--- config.mk ---
export PLATFORM = sky130hd
export DESIGN_NAME = pslv_port
export DESIGN_NICKNAME = d
export VERILOG_FILES = /design/src/include/pslv_pkg.sv /design/src/verilog/pslv_port.sv
export SDC_FILE = /design/constraint.sdc
export NUM_CORES = 1
export LEC_CHECK = 0
export ABC_AREA = 1
export BUFFER_PORTS_ARGS = -buffer_cell sky130_fd_sc_hd__buf_2
export CORE_MARGIN = 5
export CORE_UTILIZATION = 43
export CTS_CLUSTER_DIAMETER = 80
export DETAILED_ROUTE_END_ITERATION = 10
export GPL_TIMING_DRIVEN = 1
export PLACE_DENSITY_LB_ADDON = 0.25
export SYNTH_ARGS = -nofsm -noshare
export SYNTH_HDL_FRONTEND = slang
export SYNTH_SLANG_ARGS = --single-unit
--- constraint.sdc ---
create_clock -name clock -period 1.3 [get_ports clock]
set_clock_uncertainty 0.2 [all_clocks]
set_input_delay 0.39 -clock clock [delete_from_list [all_inputs] [get_ports clock]]
set_output_delay 0.39 -clock clock [all_outputs]
set_load 0.005 [all_outputs]
--- src/include/pslv_pkg.sv ---
package pslv_pkg;

    localparam int unsigned DATA_W = 8;
    localparam int unsigned SYNC_STAGES = 2;

    // Bit positions of the slave port control byte.
    localparam int unsigned IBF_BIT = 7;
    localparam int unsigned OBF_BIT = 6;
    localparam int unsigned OVF_BIT = 5;
    localparam int unsigned MODE_BIT = 4;

    localparam logic [7:0] LATCH_RST = 8'h00;
    localparam logic [7:0] OE_N_OFF = 8'hff;
    localparam logic [3:0] RSVD_VAL = 4'h0;
    localparam logic MODE_RST = 1'b0;
    localparam logic FLAG_RST = 1'b0;
    localparam logic [2:0] PIN_RST = 3'h7;

    // Control pin order within the strobe bundle.
    localparam int unsigned RD_PIN = 0;
    localparam int unsigned WR_PIN = 1;
    localparam int unsigned CS_PIN = 2;

    typedef struct packed {
        logic input_full_flag;
        logic output_full_flag;
        logic input_overflow_flag;
        logic port_mode_select;
        logic [3:0] rsvd;
    } pslv_ctrl_t;

    typedef struct packed {
        logic [7:0] wdata;
        logic wr;
        logic rd;
    } pslv_cpu_t;

    typedef enum logic [1:0] {
        ST_IDLE,
        ST_WRITE,
        ST_READ
    } pslv_state_t;

endpackage

--- src/verilog/pslv_port.sv ---
`timescale 1ns/10ps
// Notes on behaviour
// - With the mode select bit set the 8-bit data pins act as a slave port, otherwise as plain I/O.
// - External reads and writes are taken asynchronously to the core clock under the strobe pins.
// - The external processor reads and writes one shared 8-bit data latch.
// - On the large package the slave port works only while no external program memory is used.
// - In slave mode control pin 0 is the read strobe, pin 1 the write strobe, pin 2 the chip select.
// - A write starts when select and write strobe are first seen low and ends when either is high.
// - When a write ends both the interrupt flag and the input-full flag are set.
// - When select and read strobe are first seen low the latch is driven out and output-full is set.
// - A core write to the latch during a read is driven out at once but leaves output-full alone.
// - When select or read strobe is seen high the pins float again and the interrupt flag is set.
// - A write arriving while input-full is set raises overflow, which only software clears.
// - Control byte holds input-full at 7, output-full at 6, overflow at 5, mode at 4, zeros below.
module pslv_port (
    input wire logic clock,
    input wire logic rstn,
    input wire pslv_pkg::pslv_cpu_t cpu_req,
    input wire logic mode_wr,
    input wire logic mode_wdata,
    input wire logic ovf_clr,
    input wire logic irq_clr,
    input wire logic large_pkg,
    input wire logic ext_prog_mem,
    input wire logic [2:0] ctl_pin_in,
    input wire logic [7:0] data_pin_in,
    output logic [7:0] data_pin_out,
    output logic [7:0] data_pin_oe_n,
    output logic [7:0] cpu_rdata,
    output pslv_pkg::pslv_ctrl_t slave_port_control,
    output logic slave_port_irq_flag
);

    logic [2:0] ctl_meta_q;
    logic [2:0] ctl_sync_q;
    logic [7:0] dat_meta_q;
    logic [7:0] dat_sync_q;
    pslv_pkg::pslv_state_t st_q;
    pslv_pkg::pslv_state_t st_d;
    logic [7:0] latch_q;
    logic [7:0] latch_d;
    logic [7:0] oe_n_d;
    logic mode_q;
    logic ibf_q;
    logic obf_q;
    logic ovf_q;
    logic irq_q;
    logic ibf_d;
    logic obf_d;
    logic ovf_d;
    logic irq_d;

    // Two-stage synchronisers; only the second stage is ever looked at.
    always_ff @(posedge clock or negedge rstn) begin
        if (!rstn) begin
            ctl_meta_q <= pslv_pkg::PIN_RST;
            ctl_sync_q <= pslv_pkg::PIN_RST;
            dat_meta_q <= pslv_pkg::LATCH_RST;
            dat_sync_q <= pslv_pkg::LATCH_RST;
        end else begin
            ctl_meta_q <= ctl_pin_in;
            ctl_sync_q <= ctl_meta_q;
            dat_meta_q <= data_pin_in;
            dat_sync_q <= dat_meta_q;
        end
    end

    wire rd_n_s = ctl_sync_q[pslv_pkg::RD_PIN];
    wire wr_n_s = ctl_sync_q[pslv_pkg::WR_PIN];
    wire cs_n_s = ctl_sync_q[pslv_pkg::CS_PIN];

    // On the large package the port is withheld while external program memory owns the bus.
    wire port_on = mode_q && !(large_pkg && ext_prog_mem);
    wire wr_act = port_on && !cs_n_s && !wr_n_s;
    wire rd_act = port_on && !cs_n_s && !rd_n_s;
    wire in_write = st_q == pslv_pkg::ST_WRITE;
    wire in_read = st_q == pslv_pkg::ST_READ;
    wire in_idle = st_q == pslv_pkg::ST_IDLE;
    wire wr_start = in_idle && wr_act;
    wire rd_start = in_idle && !wr_act && rd_act;
    wire wr_end = in_write && !wr_act;
    wire rd_end = in_read && !rd_act;

    always_comb begin
        st_d = st_q;
        case (st_q)
            pslv_pkg::ST_IDLE: begin
                if (wr_start) begin
                    st_d = pslv_pkg::ST_WRITE;
                end else if (rd_start) begin
                    st_d = pslv_pkg::ST_READ;
                end
            end
            pslv_pkg::ST_WRITE: begin
                if (wr_end) begin
                    st_d = pslv_pkg::ST_IDLE;
                end
            end
            pslv_pkg::ST_READ: begin
                if (rd_end) begin
                    st_d = pslv_pkg::ST_IDLE;
                end
            end
            default: begin
                st_d = pslv_pkg::ST_IDLE;
            end
        endcase
    end

    // One latch serves both directions; an external write samples the bus every
    // cycle of the cycle so the value seen last before the strobe rises is kept.
    always_comb begin
        latch_d = latch_q;
        if (in_write && wr_act) begin
            latch_d = dat_sync_q;
        end else if (cpu_req.wr) begin
            latch_d = cpu_req.wdata;
        end
    end

    // Pins drive only from the first seen read until its end.
    always_comb begin
        oe_n_d = pslv_pkg::OE_N_OFF;
        if (rd_start || (in_read && rd_act)) begin
            oe_n_d = ~pslv_pkg::OE_N_OFF;
        end
        if (rd_end) begin
            oe_n_d = pslv_pkg::OE_N_OFF;
        end
    end

    // Hardware sets win over software clears in the same cycle.
    always_comb begin
        ibf_d = ibf_q;
        if (cpu_req.rd) begin
            ibf_d = 1'b0;
        end
        if (wr_end) begin
            ibf_d = 1'b1;
        end
        ovf_d = ovf_q;
        if (ovf_clr) begin
            ovf_d = 1'b0;
        end
        if (wr_end && ibf_q) begin
            ovf_d = 1'b1;
        end
        obf_d = obf_q;
        if (cpu_req.wr && !in_read) begin
            obf_d = 1'b1;
        end
        if (rd_start) begin
            obf_d = 1'b1;
        end
        if (!mode_q) begin
            obf_d = 1'b0;
        end
        irq_d = irq_q;
        if (irq_clr) begin
            irq_d = 1'b0;
        end
        if (wr_end || rd_end) begin
            irq_d = 1'b1;
        end
    end

    always_ff @(posedge clock or negedge rstn) begin
        if (!rstn) begin
            st_q <= pslv_pkg::ST_IDLE;
            latch_q <= pslv_pkg::LATCH_RST;
            data_pin_oe_n <= pslv_pkg::OE_N_OFF;
            mode_q <= pslv_pkg::MODE_RST;
            ibf_q <= pslv_pkg::FLAG_RST;
            obf_q <= pslv_pkg::FLAG_RST;
            ovf_q <= pslv_pkg::FLAG_RST;
            irq_q <= pslv_pkg::FLAG_RST;
        end else begin
            st_q <= st_d;
            latch_q <= latch_d;
            data_pin_oe_n <= oe_n_d;
            if (mode_wr) begin
                mode_q <= mode_wdata;
            end
            ibf_q <= ibf_d;
            obf_q <= obf_d;
            ovf_q <= ovf_d;
            irq_q <= irq_d;
        end
    end

    // Outputs copy the next state, so they change at the same edge as the flags.
    always_ff @(posedge clock or negedge rstn) begin
        if (!rstn) begin
            data_pin_out <= pslv_pkg::LATCH_RST;
            cpu_rdata <= pslv_pkg::LATCH_RST;
            slave_port_control <= '0;
            slave_port_irq_flag <= pslv_pkg::FLAG_RST;
        end else begin
            data_pin_out <= latch_d;
            cpu_rdata <= latch_d;
            slave_port_control.input_full_flag <= ibf_d;
            slave_port_control.output_full_flag <= obf_d;
            slave_port_control.input_overflow_flag <= ovf_d;
            slave_port_control.port_mode_select <= mode_wr ? mode_wdata : mode_q;
            slave_port_control.rsvd <= pslv_pkg::RSVD_VAL;
            slave_port_irq_flag <= irq_d;
        end
    end

    chk_write_end_flags: assert property (@(posedge clock) disable iff (!rstn)
        wr_end |=> slave_port_irq_flag && slave_port_control.input_full_flag)
        else $error("write end did not set both flags");

    chk_read_drive: assert property (@(posedge clock) disable iff (!rstn)
        rd_start |=> data_pin_oe_n == 8'h00 && slave_port_control.output_full_flag)
        else $error("read start did not drive pins and set output full");

    chk_read_release: assert property (@(posedge clock) disable iff (!rstn)
        rd_end |=> data_pin_oe_n == 8'hff && slave_port_irq_flag)
        else $error("read end did not float pins and set interrupt");

    chk_new_data_out: assert property (@(posedge clock) disable iff (!rstn)
        in_read && rd_act && cpu_req.wr |=> data_pin_out == $past(cpu_req.wdata)
        && slave_port_control.output_full_flag == $past(obf_q))
        else $error("core write during read mishandled");

    chk_overflow_set: assert property (@(posedge clock) disable iff (!rstn)
        wr_end && ibf_q |=> slave_port_control.input_overflow_flag)
        else $error("overflow not raised on write over unread word");

    chk_overflow_hold: assert property (@(posedge clock) disable iff (!rstn)
        ovf_q && !ovf_clr |=> ovf_q)
        else $error("overflow cleared without software");

    chk_rsvd_zero: assert property (@(posedge clock) disable iff (!rstn)
        slave_port_control.rsvd == 4'h0)
        else $error("reserved control bits not zero");

    chk_ibf_clear: assert property (@(posedge clock) disable iff (!rstn)
        cpu_req.rd && !wr_end |=> !slave_port_control.input_full_flag)
        else $error("core read did not clear input full");

    chk_gpio_float: assert property (@(posedge clock) disable iff (!rstn)
        !port_on |=> data_pin_oe_n == 8'hff)
        else $error("pins driven outside slave mode");

    chk_sync_latency: assert property (@(posedge clock) disable iff (!rstn)
        (in_idle && port_on && !mode_wr && ctl_pin_in == 3'h1)[*3] |=> in_write)
        else $error("write not seen after two sync stages");

    chk_ext_mem_off: assert property (@(posedge clock) disable iff (!rstn)
        large_pkg && ext_prog_mem && in_idle |=> in_idle)
        else $error("slave port active with external memory");

    cov_write: cover property (@(posedge clock) disable iff (!rstn) wr_end);
    cov_read: cover property (@(posedge clock) disable iff (!rstn) rd_end);
    cov_overflow: cover property (@(posedge clock) disable iff (!rstn) wr_end && ibf_q);
    cov_wr_in_read: cover property (@(posedge clock) disable iff (!rstn) in_read && cpu_req.wr);

endmodule // pslv_port

==> flow_metrics.py, run 1 <==
metrics = {
    "outcome": {
        "status": "finished, violations left",
        "violations": "setup timing",
    },
    "synthesis": {
        "async_flop_share_pct": 100.0,
        "netlist_area_mm2": 0.001560,
        "yosys.area.top_type_share_pct": 49.72,
        "yosysSeqAreaShare_pct": 61.51,
        "synth_top_area_cell": "dfrtp_1",
        "synthCells": 156,
        "synth_cell_types": 17,
        "syn_area_per_cell_um2": 10.00,
        "ys_ff_latch": 38,
        "yosysWarnings": 0,
        "ys.flop_type": "dfrtp_1",
        "synth.most_common_cell": "nand2_1",
        "synth-edff-count": 0,
        "synthTopCellsByArea": "dfrtp_1 (50%), dfstp_2 (12%), buf_4 (11%)",
        "yosys-top-cells-count": "nand2_1 (41), dfrtp_1 (31), buf_4 (23)",
    },
    "place": {
        "dp.cells": 240,
        "place_area_mm2": 0.001765,
        "gp_congestion": 0.7754,
        "portBuffers": 57,
        "dp_hpwl_mm": 2.027,
    },
    "final_layout": {
        "antenna_cells": 0,
        "drive_gt1_share_pct": 51.95,
        "fin_area_mm2": 0.002263,
        "fin_nets": 259,
        "stdcell_count": 277,
        "area_growth_pct": 45.07,
        "fill_cells": 276,
    },
    "timing": {
        "rsz0062_at_grt": "yes",
        "post-route-min-period_ns": 1.621,
        "max_freq_mhz": 616.9,
        "hold_viol": 0,
        "drv_slew": 0,
        "holdWs_ns": 0.06369,
        "final.setup.tns_ns": -6.584,
        "setup_slack_ns": -0.3209,
        "setup_viol": 43,
        "fin_crit_sh_pct": 124.7,
    },
    "routing": {
        "drcViolationCount": 0,
        "avgViaCountPerCell": 4.361,
        "dr_total_vias": 1208,
        "drt-total-wl_mm": 3.067,
        "dr.pass1.iters": 4,
        "drt_iter0_drc": 35,
        "routedWlPerCell_um": 11.07,
        "ant_nets": 0,
    },
    "worst_setup_path": {
        "startpoint_type": "flop",
        "cp.arrival_ns": 1.03,
        "critPathKind": "reg2out",
        "critPathMaxFanout": 8,
        "required_ns": 0.71,
        "slowest_delay_ns": 0.58,
        "cp_slowest_cell": "dfstp_2",
        "critical_path_buf_inv_count": 1,
        "crit_path_end_kind": "output port",
        "critPathTopFamily": "flip-flops",
        "cp_cell_sequence": "buf_2",
    },
    "die": {
        "die_w_um": 70.24,
        "num_rows": 21,
        "start_util_pct": 45.68,
        "dieHeight_um": 70.24,
        "die_area_mm2": 0.004933,
        "core_mm2": 0.003416,
        "io_pins": 62,
    },
    "clock_network": {
        "cts_buffer_depth": 2,
        "cts_sinks": 38,
        "clock_latency_ns": 0.33,
        "clkTransAtPathRegs_ns": 0.10,
        "cts_tree": "built",
        "clockRootBuffer": "clkbuf_4",
        "htreeDepth": 2,
        "cts_made_buffers": 5,
    },
    "power_and_ir_drop": {
        "power_frac_clock_pct": 37.4,
        "p_comb_share_pct": 14.5,
        "intPower_w": 0.002128,
        "leakagePower_nw": 1.185,
        "p_sw_share_pct": 21.53,
        "ir_worst_vdd_mv": 0.7824,
        "p_total_w": 0.002712,
        "switchingPower_w": 0.0005839,
        "power.density_mw_per_mm2": 1198,
        "seqPwrFrac_pct": 48.1,
    },
    "global_route": {
        "track_usage_pct": 12.82,
        "grt_max_degree": 39,
        "grt_pass1_wl_mm": 4.926,
        "grt_pass1_vias": 1111,
        "grt.overflow.total": 0,
        "antenna_found_initial": 0,
    },
    "min_path": {
        "worstHoldPathType": "in2reg",
    },
    "job": {
        "drv_cap": 0,
    },
}
## flip-flops by register name, summed over array words and instances, names as in the netlist
register	flops
cpu_rdata	8
dat_meta_q	8
dat_sync_q	8
slave_port_control	4
ctl_meta_q	3
ctl_sync_q	3
st_q	2
data_pin_oe_n	1
slave_port_irq_flag	1
## through the flow
| step | worst slack [ns] | util (%) |
|---|---|---|
| after floorplan | 0.003463 | - |
| after global placement | -0.1888 | 51.69 |
| after detailed placement | -0.2081 | 51.69 |
| after CTS | -0.3454 | 63.37 |
| after global routing | -0.3986 | 66.26 |
| final | -0.3209 | 66.26 |
## per-layer routing
metal	routed length (um)	track usage (%)
met1	1149	14.06
met2	1651	22.87
met3	216	3.874
met4	48	5.106
met5	0	0
## power groups by stage
| stage | Combinational, W | Clock, W | Sequential, W |
|---|---|---|---|
| after global routing | 0.000435 | 0.00110 | 0.00131 |
| after global placement | 0.000258 | 0 | 0.00132 |
| after detailed placement | 0.000262 | 0 | 0.00133 |
| after CTS | 0.000347 | 0.00104 | 0.00131 |
| final | 0.000393 | 0.00101 | 0.00131 |
| after floorplan | 0.000161 | 0 | 0.00133 |
## layout by cell type (no fill, tap or decap), types with 3 or more instances in the layout
master / instances
inv_2: 3
nand3_1: 3
dfrtp_1: 31
clkbuf_4: 5
inv_1: 16
dlygate4sd3_1: 13
nand3_2: 13
buf_6: 3
nand2_2: 3
nor2_4: 4
conb_1: 4
buf_2: 56
dfstp_2: 7
nand2_1: 37
buf_4: 15
nand3_4: 3
## cells by family after synthesis
logic type	Yosys count	share of synthesized area, %
AOI/OAI and AO/OA	6	2.085
buffers and inverters	44	16.68
DFF	38	61.51
other	1	0.2403
and+or+nand+nor	67	19.49
## final cells by class
type                       count  area, um2  share of cell area, %
clock buffer                   6      51.30                  2.266
clock inverter                 2      60.06                  2.653
inverter                      19      71.32                  3.151
multi-input combinational     78      486.7                  21.50
sequential                    38      959.7                  42.40
tap                           46      57.56                  2.543
timing repair buffer          88      576.8                  25.48
## final timing paths
check                                       from               endpoint  slack, ns  cells past startpoint
min in group asynchronous                   rstn          dat_sync_q[7]       0.33                      3
setup / recovery                data_pin_oe_n[6]       data_pin_oe_n[5]      -0.32                      1
max in group asynchronous                   rstn       data_pin_oe_n[6]       0.32                      3
hold reg to reg                    dat_meta_q[7]          dat_sync_q[7]       0.15                      0
setup reg to reg           slave_port_control[4]           cpu_rdata[2]      -0.09                      7
hold / removal                           mode_wr  slave_port_control[4]       0.06                      2
## repair_timing
action / CTS / global route
hold buffers: 12 / 1
pin swaps: 5 / 4
hold endpoints to repair: 42 / 1
buffers inserted: 9 / 6
resized for setup: 18 / 15
cloned: 1 / 0
endpoints found under the setup margin: 37 / 44
(Power assumes the default switching activity.)
==> run 2, diff against run 1 <==
- CORE_UTILIZATION: 43 -> 45
- clock period: 1.3 -> 1.8 ns (I/O delays scaled with it)
==> run 2 against run 1 <==
The flow now finishes without violations. Global-route usage is 0.47 points lower. Sequential power is 28% lower. First-iteration DRC count is 14% higher. Non-clock buffer count is 27 lower. Register-to-register slack better by 0.49 ns. Final cell count is 10% lower. Sequential share of layout area is 10 points higher. Routed wire length is 17% lower. Critical path type unchanged. Highest routed layer unchanged.
==> flow_metrics.py, run 2 (same netlist as run 1, synthesis figures left out) <==
metrics = {
    "min_path": {
        "hold_depth": 1,
        "min_to": "ctl_meta_q[1]",
        "worstHoldStart": "ctl_pin_in[1]",
        "worstHoldPathType": "in2reg",
    },
    "clock_network": {
        "cts_setup_buffers": 0,
        "post_cts_resized": 0,
        "cts_tree": "built",
        "htreeDepth": 2,
        "cts_buffer_depth": 2,
        "cts_made_buffers": 5,
        "clock_latency_ns": 0.32,
        "clockRootBuffer": "clkbuf_4",
        "clkTransAtPathRegs_ns": 0.10,
        "cts_sinks": 38,
    },
    "die": {
        "start_util_pct": 46.76,
        "num_rows": 21,
        "die_w_um": 68.89,
        "io_pins": 62,
        "dieHeight_um": 68.89,
        "die_area_mm2": 0.004745,
        "core_mm2": 0.003337,
    },
    "place": {
        "gp_congestion": 0.7618,
        "place_area_mm2": 0.001748,
        "portBuffers": 57,
        "pre_cts_slack_ns": 0.1885,
        "dp_hpwl_mm": 2.007,
    },
    "power_and_ir_drop": {
        "seqPwrFrac_pct": 60.0,
        "ir_worst_vdd_mv": 0.5660,
        "switchingPower_w": 0.0003812,
        "p_comb_share_pct": 11.4,
        "leakagePower_nw": 1.005,
        "power.density_mw_per_mm2": 860.3,
        "p_total_w": 0.001567,
        "power_frac_clock_pct": 28.6,
        "intPower_w": 0.001186,
        "p_sw_share_pct": 24.32,
    },
    "timing": {
        "max_freq_mhz": 566.0,
        "setup_slack_ns": 0.03313,
        "post-route-min-period_ns": 1.767,
        "setup_viol": 0,
        "fin_crit_sh_pct": 98.16,
        "hold_viol": 0,
        "rsz0062_at_grt": "yes",
        "drv_slew": 0,
        "final.setup.tns_ns": 0,
    },
    "routing": {
        "dr_total_vias": 1055,
        "dr.pass1.iters": 5,
        "drt_iter0_drc": 40,
        "avgViaCountPerCell": 4.237,
        "drt-total-wl_mm": 2.538,
        "drcViolationCount": 0,
        "ant_nets": 0,
        "routedWlPerCell_um": 10.19,
    },
    "final_layout": {
        "regArea_um2": 959.7,
        "layout_commonest_cell": "buf_2",
        "top_regs": "cpu_rdata (8), dat_meta_q (8), dat_sync_q (8)",
        "antenna_cells": 0,
        "fin_area_mm2": 0.001822,
        "fill_cells": 302,
        "final_cell_mix": "buf_2 (57), nand2_1 (41), dfrtp_1 (31), inv_1 (18), nand3_1 (17)",
        "multi_input_area_um2": 351.6,
        "area_growth_pct": 16.76,
        "drive_gt1_share_pct": 38.92,
        "fin_nets": 231,
    },
    "worst_setup_path": {
        "reg2regPathDepth": 4,
        "required_ns": 1.06,
        "cp.arrival_ns": 1.03,
        "startpoint_type": "flop",
        "critPathKind": "reg2out",
        "critPathTopFamily": "flip-flops",
        "critPathMaxFanout": 8,
        "reg2reg_slack_ns": 0.40,
        "cp_slowest_cell": "dfstp_2",
        "crit_path_end_kind": "output port",
        "cp_cell_sequence": "buf_2",
        "r2r_end": "cpu_rdata[1]",
        "critical_path_buf_inv_count": 1,
        "r2r-start": "st_q[1]",
        "slowest_delay_ns": 0.58,
    },
    "global_route": {
        "track_usage_pct": 12.35,
        "antenna_found_initial": 0,
        "grt.overflow.total": 0,
        "grt_pass1_wl_mm": 4.188,
        "grt_pass1_vias": 998,
        "grt_max_degree": 17,
    },
    "job": {
        "drv_cap": 0,
    },
    "outcome": {
        "status": "finished clean",
    },
}
-- run 2: changes by cell type in the layout (fill, tap and decap cells not counted), sizes merged --
| cell | delta |
|---|---|
| clkinvlp | +1 |
| dlygate4sd3 | -12 |
| bufinv | -2 |
| nand3 | -1 |
| clkinv | +1 |
| buf | -15 |
-- run 2: area by class of cell --
class / instances / share of cell area, %
Tap cell: 46 / 3.159
Sequential cell: 38 / 52.68
Clock inverter: 2 / 0.6868
Timing Repair Buffer: 61 / 17.45
Multi-Input combinational cell: 77 / 19.30
Inverter: 19 / 3.915
Clock buffer: 6 / 2.816
-- run 2: worst register-to-register path, stage by stage, from the launching register on --
cell     delay, ns
dfrtp_1       0.45
nor2_4        0.26
nand3_4       0.20
nand3_1       0.13
nand2_1       0.07
-- run 2: how the worst max path moves through the flow --
stage | from | endpoint | slack [ns] | cells past startpoint
final | data_pin_oe_n[6] | data_pin_oe_n[0] | 0.03 | 1
after global routing | data_pin_oe_n[6] | data_pin_oe_n[3] | -0.05 | 1
after CTS | data_pin_oe_n[6] | data_pin_oe_n[0] | 0.005 | 1
after detailed placement | large_pkg | cpu_rdata[1] | 0.19 | 8
after global placement | large_pkg | cpu_rdata[4] | 0.23 | 8
after floorplan | large_pkg | cpu_rdata[0] | 0.30 | 6
-- run 2: per-stage QoR --
step | hold slack [ns] | instances | utilization (%)
2_1_floorplan | 0.04441 | 159 | -
3_3_place_gp | 0.1373 | 240 | 52.38
3_5_place_dp | 0.1371 | 240 | 52.38
4_1_cts | 0.07424 | 249 | 54.59
5_1_grt | 0.05192 | 249 | 54.59
6_report | 0.1011 | 249 | 54.59
-- run 2: layer usage --
layer	vias up	part of all wire, %	track usage [%]	wire (um)
li1	544	-	-	-
met1	467	41	13.77	1030
met2	42	49	20.48	1231
met3	2	10	5.511	253
met4	0	0.91	5.109	23
met5	-	0	0	0
-- run 2: power by group through the flow --
stage	logic [W]	clock network [W]	registers (W)
after floorplan	0.000115	0	0.000957
after global placement	0.000179	0	0.000956
after detailed placement	0.000181	0	0.000958
after CTS	0.000183	0.000468	0.000942
after global routing	0.000207	0.000521	0.000948
final	0.000179	0.000448	0.000941
-- run 2: repair_timing --
| item | 4_1_cts | 5_1_grt |
|---|---|---|
| hold endpoints to repair | 6 | 0 |
| hold buffers | 1 | 0 |
| endpoints found under the setup margin | 0 | 8 |
